==> config.mk <==
export PLATFORM = sky130hd
export DESIGN_NAME = sffe_front_end
export DESIGN_NICKNAME = d
export VERILOG_FILES = /design/src/sffe_sync.sv /design/src/sffe_front_end.sv
export SDC_FILE = /design/constraint.sdc
export NUM_CORES = 1
export LEC_CHECK = 0
export BUFFER_PORTS_ARGS = -buffer_cell sky130_fd_sc_hd__buf_4
export CORE_ASPECT_RATIO = 0.7
export CORE_MARGIN = 1.5
export CORE_UTILIZATION = 30
export CTS_BUF_LIST = sky130_fd_sc_hd__clkbuf_8
export CTS_CLUSTER_DIAMETER = 50
export CTS_CLUSTER_SIZE = 25
export DETAILED_ROUTE_END_ITERATION = 16
export GPL_ROUTABILITY_DRIVEN = 0
export PLACE_DENSITY = 0.48
export SLEW_MARGIN = 20
export SYNTH_ARGS = -nofsm -noshare
export SYNTH_HDL_FRONTEND = slang
export SYNTH_SLANG_ARGS = --single-unit
==> constraint.sdc <==
create_clock -name core_clk -period 5.6 [get_ports core_clk]
set_clock_uncertainty 0.15 [all_clocks]
set_input_delay 1.12 -clock core_clk [delete_from_list [all_inputs] [get_ports core_clk]]
set_output_delay 1.12 -clock core_clk [all_outputs]
set_load 0.05 [all_outputs]
==> src/sffe_sync.sv <==
`timescale 1ns/1ps
`default_nettype none
package sffe_pkg;
  localparam int PIN_COUNT = 6;
  // Bit positions of the pin group carried through the synchroniser
  localparam int PIN_SCK = 0;
  localparam int PIN_CE = 1;
  localparam int PIN_IO0 = 2;
  localparam int PIN_IO1 = 3;
  localparam int PIN_HOLD = 4;
  localparam int PIN_WP = 5;
  localparam logic [PIN_COUNT-1:0] PIN_IDLE = 6'h3_3;
  // Command codes
  localparam logic [7:0] OP_READ = 8'h03;
  localparam logic [7:0] OP_FAST = 8'h0B;
  localparam logic [7:0] OP_DUAL_OUT = 8'h3B;
  localparam logic [7:0] OP_DUAL_IO = 8'hBB;
  localparam logic [7:0] OP_RD_STAT = 8'h05;
  localparam logic [7:0] OP_WR_STAT = 8'h01;
  localparam logic [7:0] OP_WR_EN = 8'h06;
  localparam logic [7:0] OP_WR_DIS = 8'h04;
  localparam logic [7:0] OP_PROG = 8'h02;
  localparam logic [7:0] OP_ERASE_SEC = 8'h20;
  localparam logic [7:0] OP_ERASE_BLK = 8'hD8;
  localparam logic [7:0] OP_ERASE_CHIP = 8'hC7;
  // Sequence lengths in bits or clocks
  localparam logic [5:0] BYTE_BITS = 6'h0_8;
  localparam logic [5:0] ADDR_BITS = 6'h1_8;
  localparam logic [5:0] DUMMY_CLKS = 6'h0_8;
  localparam logic [5:0] MODE_CLKS = 6'h0_4;
  localparam logic [5:0] DUAL_CLKS = 6'h0_4;
  // Status byte layout
  localparam int ST_BUSY = 0;
  localparam int ST_WEL = 1;
  localparam int ST_BP_LO = 2;
  localparam int ST_LOCK = 7;
  // Array geometry: 256 sectors of 4 KB inside 16 blocks of 64 KB
  localparam int ADDR_W = 20;
  localparam int SEC_LO = 12;
  localparam int BLK_LO = 16;
  localparam logic [1:0] ERASE_SECTOR = 2'h0;
  localparam logic [1:0] ERASE_BLOCK = 2'h1;
  localparam logic [1:0] ERASE_CHIP = 2'h2;
  typedef enum logic [6:0] {
    S_IDLE = 7'h0_1,
    S_CMD = 7'h0_2,
    S_ADDR = 7'h0_4,
    S_DUMMY = 7'h0_8,
    S_OUT = 7'h1_0,
    S_IN = 7'h2_0,
    S_IGNORE = 7'h4_0
  } sffe_state_type;
endpackage

module sffe_sync (
  input wire logic core_clk,
  input wire logic sys_rst,
  input wire logic [sffe_pkg::PIN_COUNT-1:0] pinRaw,
  output logic [sffe_pkg::PIN_COUNT-1:0] pinSync
);
  import sffe_pkg::*;
  typedef struct packed {
    logic [PIN_COUNT-1:0] first;
    logic [PIN_COUNT-1:0] second;
  } sffe_sync_type;
  sffe_sync_type r, n;

  // Two flops per pin; only the second stage is visible
  always_comb begin
    n.first = pinRaw;
    n.second = r.first;
  end

  always_ff @(posedge core_clk) begin
    if (sys_rst) begin
      r <= '{first: PIN_IDLE, second: PIN_IDLE};
    end else begin
      r <= n;
    end
  end

  assign pinSync = r.second;
endmodule
`default_nettype wire

==> src/sffe_front_end.sv <==
`timescale 1ns/1ps
`default_nettype none
// Contract
// - Capture input bits on rising clock while selected
// - Change output bits only on falling edges
// - New command only after select falls
// - Select high: standby, ignore clock and data
// - Works in clock modes 0 and 3
// - Dual mode uses both lines bidirectionally
// - 3B dual output, BB dual address and data
// - 256 sectors of 4K, 16 blocks of 64K
// - Pause suspends transfer, keeps position
// - Write-protect pin enables lock bit
// - Busy bit shown, host polls it
// - Pause enters and leaves only with clock low
// - Paused: output released, inputs ignored
// - Status bit 0 is busy flag
module sffe_front_end (
  input wire logic core_clk,
  input wire logic sys_rst,
  input wire logic ceN,
  input wire logic sck,
  input wire logic io0In,
  output logic io0Out,
  output logic io0Oe,
  input wire logic io1In,
  output logic io1Out,
  output logic io1Oe,
  input wire logic holdN,
  input wire logic wpN,
  input wire logic arrayBusy,
  input wire logic [7:0] arrayRdData,
  output logic [sffe_pkg::ADDR_W-1:0] arrayAddr,
  output logic progReq,
  output logic [7:0] progData,
  output logic eraseReq,
  output logic [1:0] eraseKind,
  output logic [7:0] eraseSector,
  output logic [3:0] eraseBlock
);
  import sffe_pkg::*;

  typedef struct packed {
    sffe_state_type state;
    logic sckPrev;
    logic cePrev;
    logic held;
    logic [5:0] cnt;
    logic [7:0] op;
    logic [23:0] sh;
    logic [ADDR_W-1:0] addr;
    logic bump;
    logic [7:0] outSh;
    logic drv0;
    logic drv1;
    logic wel;
    logic [3:0] prot;
    logic lock;
    logic armed;
    logic io0Out;
    logic io0Oe;
    logic io1Out;
    logic io1Oe;
    logic progReq;
    logic [7:0] progData;
    logic eraseReq;
    logic [1:0] eraseKind;
  } sffe_regs_type;

  sffe_regs_type r, n;
  logic [PIN_COUNT-1:0] pins;
  logic sckS, ceS, io0S, io1S, holdS, wpS;
  logic rise, fall;
  logic [7:0] outByte;

  // Every pin crosses into the core clock through two flops
  sffe_sync u_sync (
    .core_clk(core_clk),
    .sys_rst(sys_rst),
    .pinRaw({wpN, holdN, io1In, io0In, ceN, sck}),
    .pinSync(pins)
  );

  assign sckS = pins[PIN_SCK];
  assign ceS = pins[PIN_CE];
  assign io0S = pins[PIN_IO0];
  assign io1S = pins[PIN_IO1];
  assign holdS = pins[PIN_HOLD];
  assign wpS = pins[PIN_WP];

  // Dual data phase for the two dual reads
  function automatic logic dualData(input logic [7:0] op);
    dualData = (op == OP_DUAL_OUT) || (op == OP_DUAL_IO);
  endfunction

  // Address arrives on both lines only for the dual I/O read
  function automatic logic dualAddr(input logic [7:0] op);
    dualAddr = (op == OP_DUAL_IO);
  endfunction

  // Status byte: busy, latch, protection field, zero, lock
  function automatic logic [7:0] statusByte(input logic busy, input logic wel,
                                            input logic [3:0] prot, input logic lock);
    logic [7:0] s;
    s = 8'h0_0;
    s[ST_BUSY] = busy;
    s[ST_WEL] = wel;
    s[ST_BP_LO +: 4] = prot;
    s[ST_LOCK] = lock;
    statusByte = s;
  endfunction

  // Edges seen by the core clock; none count while paused
  assign rise = sckS & ~r.sckPrev & ~r.held;
  assign fall = ~sckS & r.sckPrev & ~r.held;

  always_comb begin
    n = r;
    n.sckPrev = sckS;
    n.cePrev = ceS;
    n.progReq = 1'b0;
    n.eraseReq = 1'b0;
    n.bump = 1'b0;
    outByte = 8'h0_0;
    // Address steps one core cycle after a byte used it
    if (r.bump) begin
      if (r.op == OP_PROG) begin
        n.addr[7:0] = r.addr[7:0] + 8'h0_1;
      end else begin
        n.addr = r.addr + {{(ADDR_W-1){1'b0}}, 1'b1};
      end
    end
    if (ceS) begin
      // Deselected: finish accepted writes and fall to standby
      if (!r.cePrev && r.armed) begin
        n.wel = 1'b0;
        if (r.op == OP_ERASE_SEC || r.op == OP_ERASE_BLK || r.op == OP_ERASE_CHIP) begin
          n.eraseReq = 1'b1;
          n.eraseKind = (r.op == OP_ERASE_SEC) ? ERASE_SECTOR :
                        (r.op == OP_ERASE_BLK) ? ERASE_BLOCK : ERASE_CHIP;
        end
      end
      n.state = S_IDLE;
      n.held = 1'b0;
      n.armed = 1'b0;
      n.drv0 = 1'b0;
      n.drv1 = 1'b0;
    end else if (r.cePrev) begin
      // Select fell: start a fresh command
      n.state = S_CMD;
      n.cnt = 6'h0_0;
      n.armed = 1'b0;
      n.drv0 = 1'b0;
      n.drv1 = 1'b0;
    end else begin
      // Pause enters and leaves only while the clock is low
      if (!sckS && !holdS) begin
        n.held = 1'b1;
      end else if (!sckS && holdS) begin
        n.held = 1'b0;
      end
      unique case (r.state)
        S_IDLE, S_IGNORE: begin
        end
        S_CMD: begin
          if (rise) begin
            n.sh = {r.sh[22:0], io0S};
            n.cnt = r.cnt + 6'h0_1;
            if (r.cnt == BYTE_BITS - 6'h0_1) begin
              n.op = {r.sh[6:0], io0S};
              n.cnt = 6'h0_0;
              n.state = S_IGNORE;
              // Only the status read is served while the array is busy
              if (n.op == OP_RD_STAT) begin
                n.state = S_OUT;
              end else if (arrayBusy) begin
                n.state = S_IGNORE;
              end else if (n.op == OP_WR_EN) begin
                n.wel = 1'b1;
              end else if (n.op == OP_WR_DIS) begin
                n.wel = 1'b0;
              end else if (n.op == OP_WR_STAT) begin
                n.state = S_IN;
              end else if (n.op == OP_ERASE_CHIP) begin
                n.armed = r.wel && (r.prot == 4'h0);
              end else if (n.op == OP_READ || n.op == OP_FAST || n.op == OP_PROG ||
                           dualData(n.op) || n.op == OP_ERASE_SEC || n.op == OP_ERASE_BLK) begin
                n.state = S_ADDR;
              end
            end
          end
        end
        S_ADDR: begin
          if (rise) begin
            if (dualAddr(r.op)) begin
              n.sh = {r.sh[21:0], io1S, io0S};
              n.cnt = r.cnt + 6'h0_2;
            end else begin
              n.sh = {r.sh[22:0], io0S};
              n.cnt = r.cnt + 6'h0_1;
            end
            if (n.cnt == ADDR_BITS) begin
              n.addr = n.sh[ADDR_W-1:0];
              n.cnt = 6'h0_0;
              if (r.op == OP_READ) begin
                n.state = S_OUT;
              end else if (r.op == OP_PROG) begin
                n.state = S_IN;
                n.armed = r.wel;
              end else if (r.op == OP_ERASE_SEC || r.op == OP_ERASE_BLK) begin
                n.state = S_IGNORE;
                n.armed = r.wel;
              end else begin
                n.state = S_DUMMY;
              end
            end
          end
        end
        S_DUMMY: begin
          if (rise) begin
            n.cnt = r.cnt + 6'h0_1;
            if (n.cnt == (dualAddr(r.op) ? MODE_CLKS : DUMMY_CLKS)) begin
              n.cnt = 6'h0_0;
              n.state = S_OUT;
            end
          end
        end
        S_OUT: begin
          // Bits leave on falling edges, one or two at a time
          if (fall) begin
            if (r.cnt == 6'h0_0) begin
              outByte = (r.op == OP_RD_STAT) ?
                        statusByte(arrayBusy, r.wel, r.prot, r.lock) : arrayRdData;
              n.bump = (r.op != OP_RD_STAT);
            end else begin
              outByte = r.outSh;
            end
            n.io1Out = outByte[7];
            n.drv1 = 1'b1;
            if (dualData(r.op)) begin
              n.io0Out = outByte[6];
              n.drv0 = 1'b1;
              n.outSh = {outByte[5:0], 2'h0};
              n.cnt = (r.cnt == DUAL_CLKS - 6'h0_1) ? 6'h0_0 : r.cnt + 6'h0_1;
            end else begin
              n.outSh = {outByte[6:0], 1'b0};
              n.cnt = (r.cnt == BYTE_BITS - 6'h0_1) ? 6'h0_0 : r.cnt + 6'h0_1;
            end
          end
        end
        S_IN: begin
          if (rise) begin
            n.sh = {r.sh[22:0], io0S};
            n.cnt = r.cnt + 6'h0_1;
            if (n.cnt == BYTE_BITS) begin
              n.cnt = 6'h0_0;
              if (r.op == OP_WR_STAT) begin
                n.state = S_IGNORE;
                // Lock bit only counts while write-protect is low
                if (r.wel && (wpS || !r.lock)) begin
                  n.prot = n.sh[ST_BP_LO +: 4];
                  n.lock = n.sh[ST_LOCK];
                  n.armed = 1'b1;
                end
              end else if (r.armed) begin
                n.progReq = 1'b1;
                n.progData = n.sh[7:0];
                n.bump = 1'b1;
              end
            end
          end
        end
        default: begin
          n.state = S_IDLE;
        end
      endcase
    end
    // Drivers release while paused or deselected
    n.io0Oe = n.drv0 & ~n.held;
    n.io1Oe = n.drv1 & ~n.held;
  end

  always_ff @(posedge core_clk) begin
    if (sys_rst) begin
      r <= '{state: S_IDLE, sckPrev: 1'b1, cePrev: 1'b1, held: 1'b0, cnt: 6'h0_0,
             op: 8'h0_0, sh: 24'h00_0000, addr: '0, bump: 1'b0, outSh: 8'h0_0,
             drv0: 1'b0, drv1: 1'b0, wel: 1'b0, prot: 4'h0, lock: 1'b0,
             armed: 1'b0, io0Out: 1'b0, io0Oe: 1'b0, io1Out: 1'b0, io1Oe: 1'b0,
             progReq: 1'b0, progData: 8'h0_0, eraseReq: 1'b0, eraseKind: 2'h0};
    end else begin
      r <= n;
    end
  end

  // Outputs straight from the state flops
  assign io0Out = r.io0Out;
  assign io0Oe = r.io0Oe;
  assign io1Out = r.io1Out;
  assign io1Oe = r.io1Oe;
  assign arrayAddr = r.addr;
  assign progReq = r.progReq;
  assign progData = r.progData;
  assign eraseReq = r.eraseReq;
  assign eraseKind = r.eraseKind;
  assign eraseSector = r.addr[SEC_LO +: 8];
  assign eraseBlock = r.addr[BLK_LO +: 4];
endmodule
`default_nettype wire

; ---- Word level (Yosys, flattened, before mapping)
; Cells that the tools add are included.
[op_classes]
addsub = 4
multipliers = 0
div = 0
magnitude_cmp = 0
n_eq_ne = 67
shift = 0
muxes = 102
bitwise_logic = 18
n_reduce_logical = 44
[ops]
columns = cell, count
row1 = 7-bit 2-to-1 mux, 19
row2 = 6-bit 2-to-1 mux, 21
row3 = 23-bit one-hot mux with 3 select lines, 1
row4 = 20-bit 2-to-1 mux, 3
row5 = 29-bit 2-to-1 mux, 2
row6 = "8-bit == test, second input constant", 6
row7 = 23-bit 2-to-1 mux, 2
row8 = 43-bit 2-to-1 mux, 1
row9 = 38-bit 2-to-1 mux, 1
row10 = "2-bit != test, second input constant", 18
row11 = 7-bit one-hot mux with 5 select lines, 1
row12 = "3-bit != test, second input constant", 11
row13 = "8-bit by 2-bit == test with 1-bit output, second input constant", 4
row14 = "8-bit by 3-bit == test with 1-bit output, second input constant", 4
row15 = "8-bit by 6-bit == test with 1-bit output, second input constant", 4
row16 = 8-bit 2-to-1 mux, 4
row17 = 1-bit 2-to-1 mux, 31
row18 = 6-bit one-hot mux with 5 select lines, 1
row19 = 7-bit AND reduction, 3
row20 = "20-bit by 1-bit adder with 20-bit output, second input constant", 1
row21 = 10-bit AND reduction, 2
row22 = 17-bit AND reduction, 1
row23 = "8-bit by 1-bit == test with 1-bit output, second input constant", 2
row24 = 14-bit 2-to-1 mux, 1
row25 = 46 further kinds, 91
[totals]
reg_bits = 113
latch_bits = 0
ram_bits = 0
mem_bits_ro = 0
in_bits = 17
elab_cells = 262
n_memories = 0

; ---- Logic depth before layout (Yosys ltp)
[logic_depth]
ltp_word = 17
depth_mapped = 10

; ---- Cells and area by module
; From an unflattened synthesis, not the netlist that was laid out.
[unflattened]
hier_cells = 790
hier_area_um2 = 6319.8
[modules_own_cells]
columns = module, instances, cells_per_inst, area_each_um2, seq_area_each_um2
row1 = sffe_front_end, 1, 765, 5990.7, 1921.8
row2 = sffe_sync, 1, 25, 329.1, 240.2

; ---- Worst setup path before layout
; Ideal clock, no wire load.
[synth_timing]
path_kind = reg-to-reg
start = register r[87] (netlist name)
end = register r[100] (netlist name)
setup_ns = 0.128
t_arrival_ns = 2.241
required_time_ns = 5.322
path_slack_ns = 3.082
path_stages_with_launch = 9
path_buffers = 0
synth_period_minus_slack_ns = 2.518
path_cell_list = dfxtp_1 ha_1 a21boi_0 or4_1 o221ai_1 nand3_1 nor4_4 mux2i_1 nor2_1
[synth_between]
elab_chain_len = 9
word_cells_on_any_way = 16
cone_classes = add/sub (2) / eq/ne (8) / mux (5) / reduce/logical (1)
[synth_lines]
columns = item, line_no
row1 = "start, declared", sffe_front_end.sv:70  ; sffe_regs_type r, n;
row2 = "start signal, assigned", sffe_front_end.sv:285  ; r <= '{state: S_IDLE, sckPrev: 1'b1, cePrev: 1'b1, held: 1'b0, cnt: 6'h0_0,
row3 = "start signal, assigned", sffe_front_end.sv:291  ; r <= n;
row4 = 6-bit by 1-bit adder with 6-bit output / 6-bit by 2-bit adder with 6-bit output (equally long branches), -
row5 = 6-bit 2-to-1 mux, sffe_front_end.sv:195  ; if (dualAddr(r.op)) begin
row6 = 6-bit 2-to-1 mux, sffe_front_end.sv:194  ; if (rise) begin
row7 = 6-bit 2-to-1 mux, sffe_front_end.sv:162  ; unique case (r.state)
row8 = 6-bit 2-to-1 mux, sffe_front_end.sv:148  ; end else if (r.cePrev) begin
row9 = 6-bit 2-to-1 mux, sffe_front_end.sv:133  ; if (ceS) begin
row10 = 6-bit by 5-bit == test with 1-bit output, sffe_front_end.sv:202  ; if (n.cnt == ADDR_BITS) begin
row11 = 2-bit != test (no line), -
row12 = 10-bit AND reduction (no line) (*), -
; Mark *: on every way between the ends. The rest lies on a longest branch, timed or not. The select of a mux whose other input is x is not followed.
; A chain may end at the register's enable or synchronous reset.

; ---- Worst setup path after layout
[layout_timing]
start = register r[88] (netlist name)
end = register r[99] (netlist name)
; Same word-level chain as after synthesis.

==> flow_summary_export.csv <==
group,metric,value,unit
cts,cts_hold_repair.buffers,0,
floorplanning,fp.dieW,174.7,um
synth,synth_nets,792,
cts,numCtsBuffers,9,
detailed_routing,viasPerCell,5.214,
grt,grt_usage,0.1686,
grt,grt_pass1_vias,4665,
cts,cts_sinks,108,
worst_setup_path,crit_chain,"ha_1 -> a21boi_0 -> or4_1 -> o221ai_1 -> nand3_1 -> nor4_1 -> o31ai_1 -> a21oi_1",
min_path,min-delay-start,"u_sync.n[0]$_SDFF_PP1_",
worst_setup_path,cp-startpoint,"r[88]$_SDFFE_PP0P_",
timing,setup_viol,0,
worst_setup_path,cp.required,5.77,ns
cells_and_area,post-route-util,0.3390,
synth,yosysWarnings,0,
floorplanning,rows,43,
min_path,min_path_type,"reg2reg",
grt,grt_max_degree,65,
cts,cts_setup_buffers,0,
power_and_ir_drop,p_clk_frac,0.401,
synth,synthCells,771,
worst_setup_path,cp_slowest_cell,"dfxtp_1",
worst_setup_path,criticalPathCategory,"reg2reg",
worst_setup_path,cp_max_fo,12,
timing,relSlewSlack,0.2959,
timing,finalHoldViolCount,0,
cts,clk_path_buf_depth,2,
floorplanning,dieArea,21520,um2
cells_and_area,drive_gt1_frac,0.1477,
power_and_ir_drop,pwr_density_cell,201.9,nW/um2
cells_and_area,fillCellCount,2171,
timing,tightest_slew,1.054,ns
detailed_routing,num_vias,5397,
synth,avgSynthCellArea,8.028,um2
timing,fmax,300.4,MHz
timing,drv_slew,0,
worst_setup_path,arrival,3.50,ns
cells_and_area,multi_input_area,3485,um2
synth,synthArstFlopShare,0,
cts,clockRootBuffer,"clkbuf_8",
timing,fin_crit,3.329,ns
cells_and_area,final_cell_area,6784,um2
synth,synth-seq-area-share,0.3493,
timing,fin_crit_sh,0.5944,
floorplanning,start_util,0.3093,
detailed_routing,wl_per_cell,17.27,um
detailed_routing,antenna_left,0,
cts,cts_resized,0,
worst_setup_path,worstSetupStartpointType,"register",
power_and_ir_drop,comb_power_share,0.032,
placement,port-buffer-count,64,
detailed_routing,detail_route.first_pass.iterations,4,
power_and_ir_drop,swShare,0.2302,
timing,fin_setup_tns,0,ns
cts,cts_tree,"yes",
cts,htreeDepth,3,
synth,synth-main-ff-cell,"dfxtp_1",
worst_setup_path,r2r_start,"r[88]$_SDFFE_PP0P_",
run_status,outcome,"finished clean",
detailed_routing,route.detailed.drc,0,
power_and_ir_drop,leakage,2.323,nW
cts,cts.reportedPaths.clkPinSlew,0.11,ns
floorplanning,die_h,123.2,um
cells_and_area,diodes,0,
synth,synthesis.area,6190,um2
detailed_routing,initialDrtViolationCount,500,
run,cap_violations,0,
synth,ys_types,70,
synth,synth-edff-count,0,
timing,fin_ws,2.271,ns
worst_setup_path,critPathMaxStageDelay,0.62,ns
placement,place_area,6553,um2
grt,antenna_found_initial,0,
floorplanning,core,20010,um2
cells_and_area,areaGrowthSynthToFinish,9.602,%
worst_setup_path,endpoint_kind,"register",
cells_and_area,regArea,2162,um2
grt,grt_overflow_total,0,
power_and_ir_drop,vdd_ir_drop_max,0.0001103,V
cts,clock_latency,0.38,ns
detailed_routing,routed_wl,17880,um
timing,hold_ws,0.2692,ns
power_and_ir_drop,p_seq_frac,0.567,
cells_and_area,nets,781,
floorplanning,ios,65,
power_and_ir_drop,p_int,1.054,mW
placement,dp_hpwl,12870,um
placement,preCtsSetupSlack,2.339,ns
synth,synth-seq-cells,108,
grt,grt_pass1_wl,27960,um
timing,rsz0062_at_grt,"false",
power_and_ir_drop,power.switching,0.3154,mW
## cell usage in the layout, fill, tap and decap left out, drive strengths merged, types with 3 or more instances in the layout
cell type / n
a211oi: 31
a21oi: 25
a22oi: 19
a311oi: 23
a31oi: 7
and2: 5
and3: 5
and4: 5
buf: 71
clkbuf: 10
dfxtp: 108
ha: 4
inv: 13
mux2i: 34
nand2: 82
nand2b: 9
nand3: 21
nand3b: 5
nand4: 9
nand4b: 3
nor2: 121
nor2b: 12
nor3: 14
nor3b: 4
nor4: 10
nor4b: 5
o21ai: 20
o311ai: 3
o31ai: 3
or2: 15
or3: 5
or4: 5
xnor2: 14
xor2: 11
## worst paths after layout
check             depth (start not counted)                           end  slack (ns)
setup / recovery                          8            r[99]$_SDFFE_PP0P_        2.27
hold / removal                            1  u_sync.pinSync[0]$_SDFF_PP1_        0.27
setup reg to reg                          8            r[99]$_SDFFE_PP0P_        2.27
hold reg to reg                           1  u_sync.pinSync[0]$_SDFF_PP1_        0.27
## power groups by stage
stage          Combinational, mW  Sequential, mW  Clock, mW
2_1_floorplan             0.0271           0.791          0
3_3_place_gp              0.0443           0.794          0
3_5_place_dp              0.0439           0.794          0
4_1_cts                   0.0440           0.777      0.572
5_1_grt                   0.0480           0.778      0.604
6_report                  0.0441           0.777      0.549
## per-layer routing
layer,share of wire,vias to the layer above,GRT usage
met5,0,-,0
met4,0.0055,0,0.02885
met3,0.057,8,0.02798
met2,0.36,162,0.2106
met1,0.57,2529,0.2864
li1,-,2698,-
## state kept, by name (all words and copies together) (netlist names)
register and flops:
r 60, arrayAddr 20, progData 8, u_sync.n 6, u_sync.pinSync 6, eraseKind 2
eraseReq 1, io0Oe 1, io0Out 1, io1Oe 1, io1Out 1, progReq 1
## synthesized netlist by cell type, types with 3 or more instances
| library cell | count | area, um2 |
|---|---|---|
| inv_1 | 11 | 41.29 |
| or2_1 | 3 | 18.77 |
| a22oi_1 | 19 | 142.6 |
| o21ai_0 | 13 | 65.06 |
| nand2_1 | 82 | 307.8 |
| nand3b_1 | 5 | 37.54 |
| a31oi_1 | 6 | 37.54 |
| xor2_1 | 11 | 96.34 |
| nor2b_1 | 12 | 75.07 |
| and4_1 | 5 | 43.79 |
| nor4_1 | 7 | 43.79 |
| nor3_2 | 3 | 30.03 |
| a311oi_1 | 23 | 201.4 |
| a211oi_1 | 31 | 232.7 |
| and2_1 | 5 | 31.28 |
| o31ai_1 | 3 | 22.52 |
| nor2_1 | 120 | 450.4 |
| nor3b_1 | 4 | 30.03 |
| or3_1 | 5 | 31.28 |
| clkbuf_1 | 41 | 153.9 |
| nand2b_1 | 9 | 56.30 |
| nor4b_1 | 4 | 35.03 |
| a21oi_1 | 25 | 125.1 |
| buf_2 | 9 | 45.04 |
| and3_1 | 5 | 31.28 |
| nor3_1 | 10 | 50.05 |
| o21ai_1 | 7 | 35.03 |
| or4_1 | 5 | 37.54 |
| nand3_1 | 21 | 105.1 |
| or2_2 | 11 | 68.82 |
| ha_1 | 4 | 50.05 |
| dfxtp_1 | 108 | 2162 |
| buf_4 | 42 | 315.3 |
| mux2i_1 | 34 | 340.3 |
| xnor2_1 | 14 | 122.6 |
| nand4_1 | 9 | 56.30 |
## critical path: cells and delay by family, from the launching register on
kind	cells	cell delay (ns)
AND/OR/NAND/NOR	3	1.31
AO/OA/AOI/OAI	4	0.79
flip-flops	1	0.62
adder cells (fa/ha/maj)	1	0.39
## stage by stage
step	cells	total power [mW]
6_report	1035	1.370
5_1_grt	1035	1.430
4_1_cts	1035	1.393
3_5_place_dp	1019	0.8384
3_3_place_gp	1019	0.8388
2_1_floorplan	771	0.8185
## cell type report
| cell class | instances | share of cell area |
|---|---|---|
| repair buffers | 71 | 0.07857 |
| inverters | 11 | 0.006086 |
| multi-input cells | 559 | 0.5136 |
| clock inverters | 6 | 0.01291 |
| flip-flops and latches | 108 | 0.3187 |
| well taps | 270 | 0.04980 |
| clock buffers | 10 | 0.02029 |
## cells by family (layout without fill, tap and decap cells)
logic type | Yosys count | after routing | synth area share
AND/OR/NAND/NOR | 341 | 341 | 0.2816
AO/OA/AOI/OAI | 155 | 155 | 0.1803
flip-flops | 108 | 108 | 0.3493
buffers and inverters | 104 | 98 | 0.09036
multiplexers | 34 | 34 | 0.05498
XOR/XNOR | 25 | 25 | 0.03537
adder cells (fa/ha/maj) | 4 | 4 | 0.008086
Power figures use the tool's default switching activity.
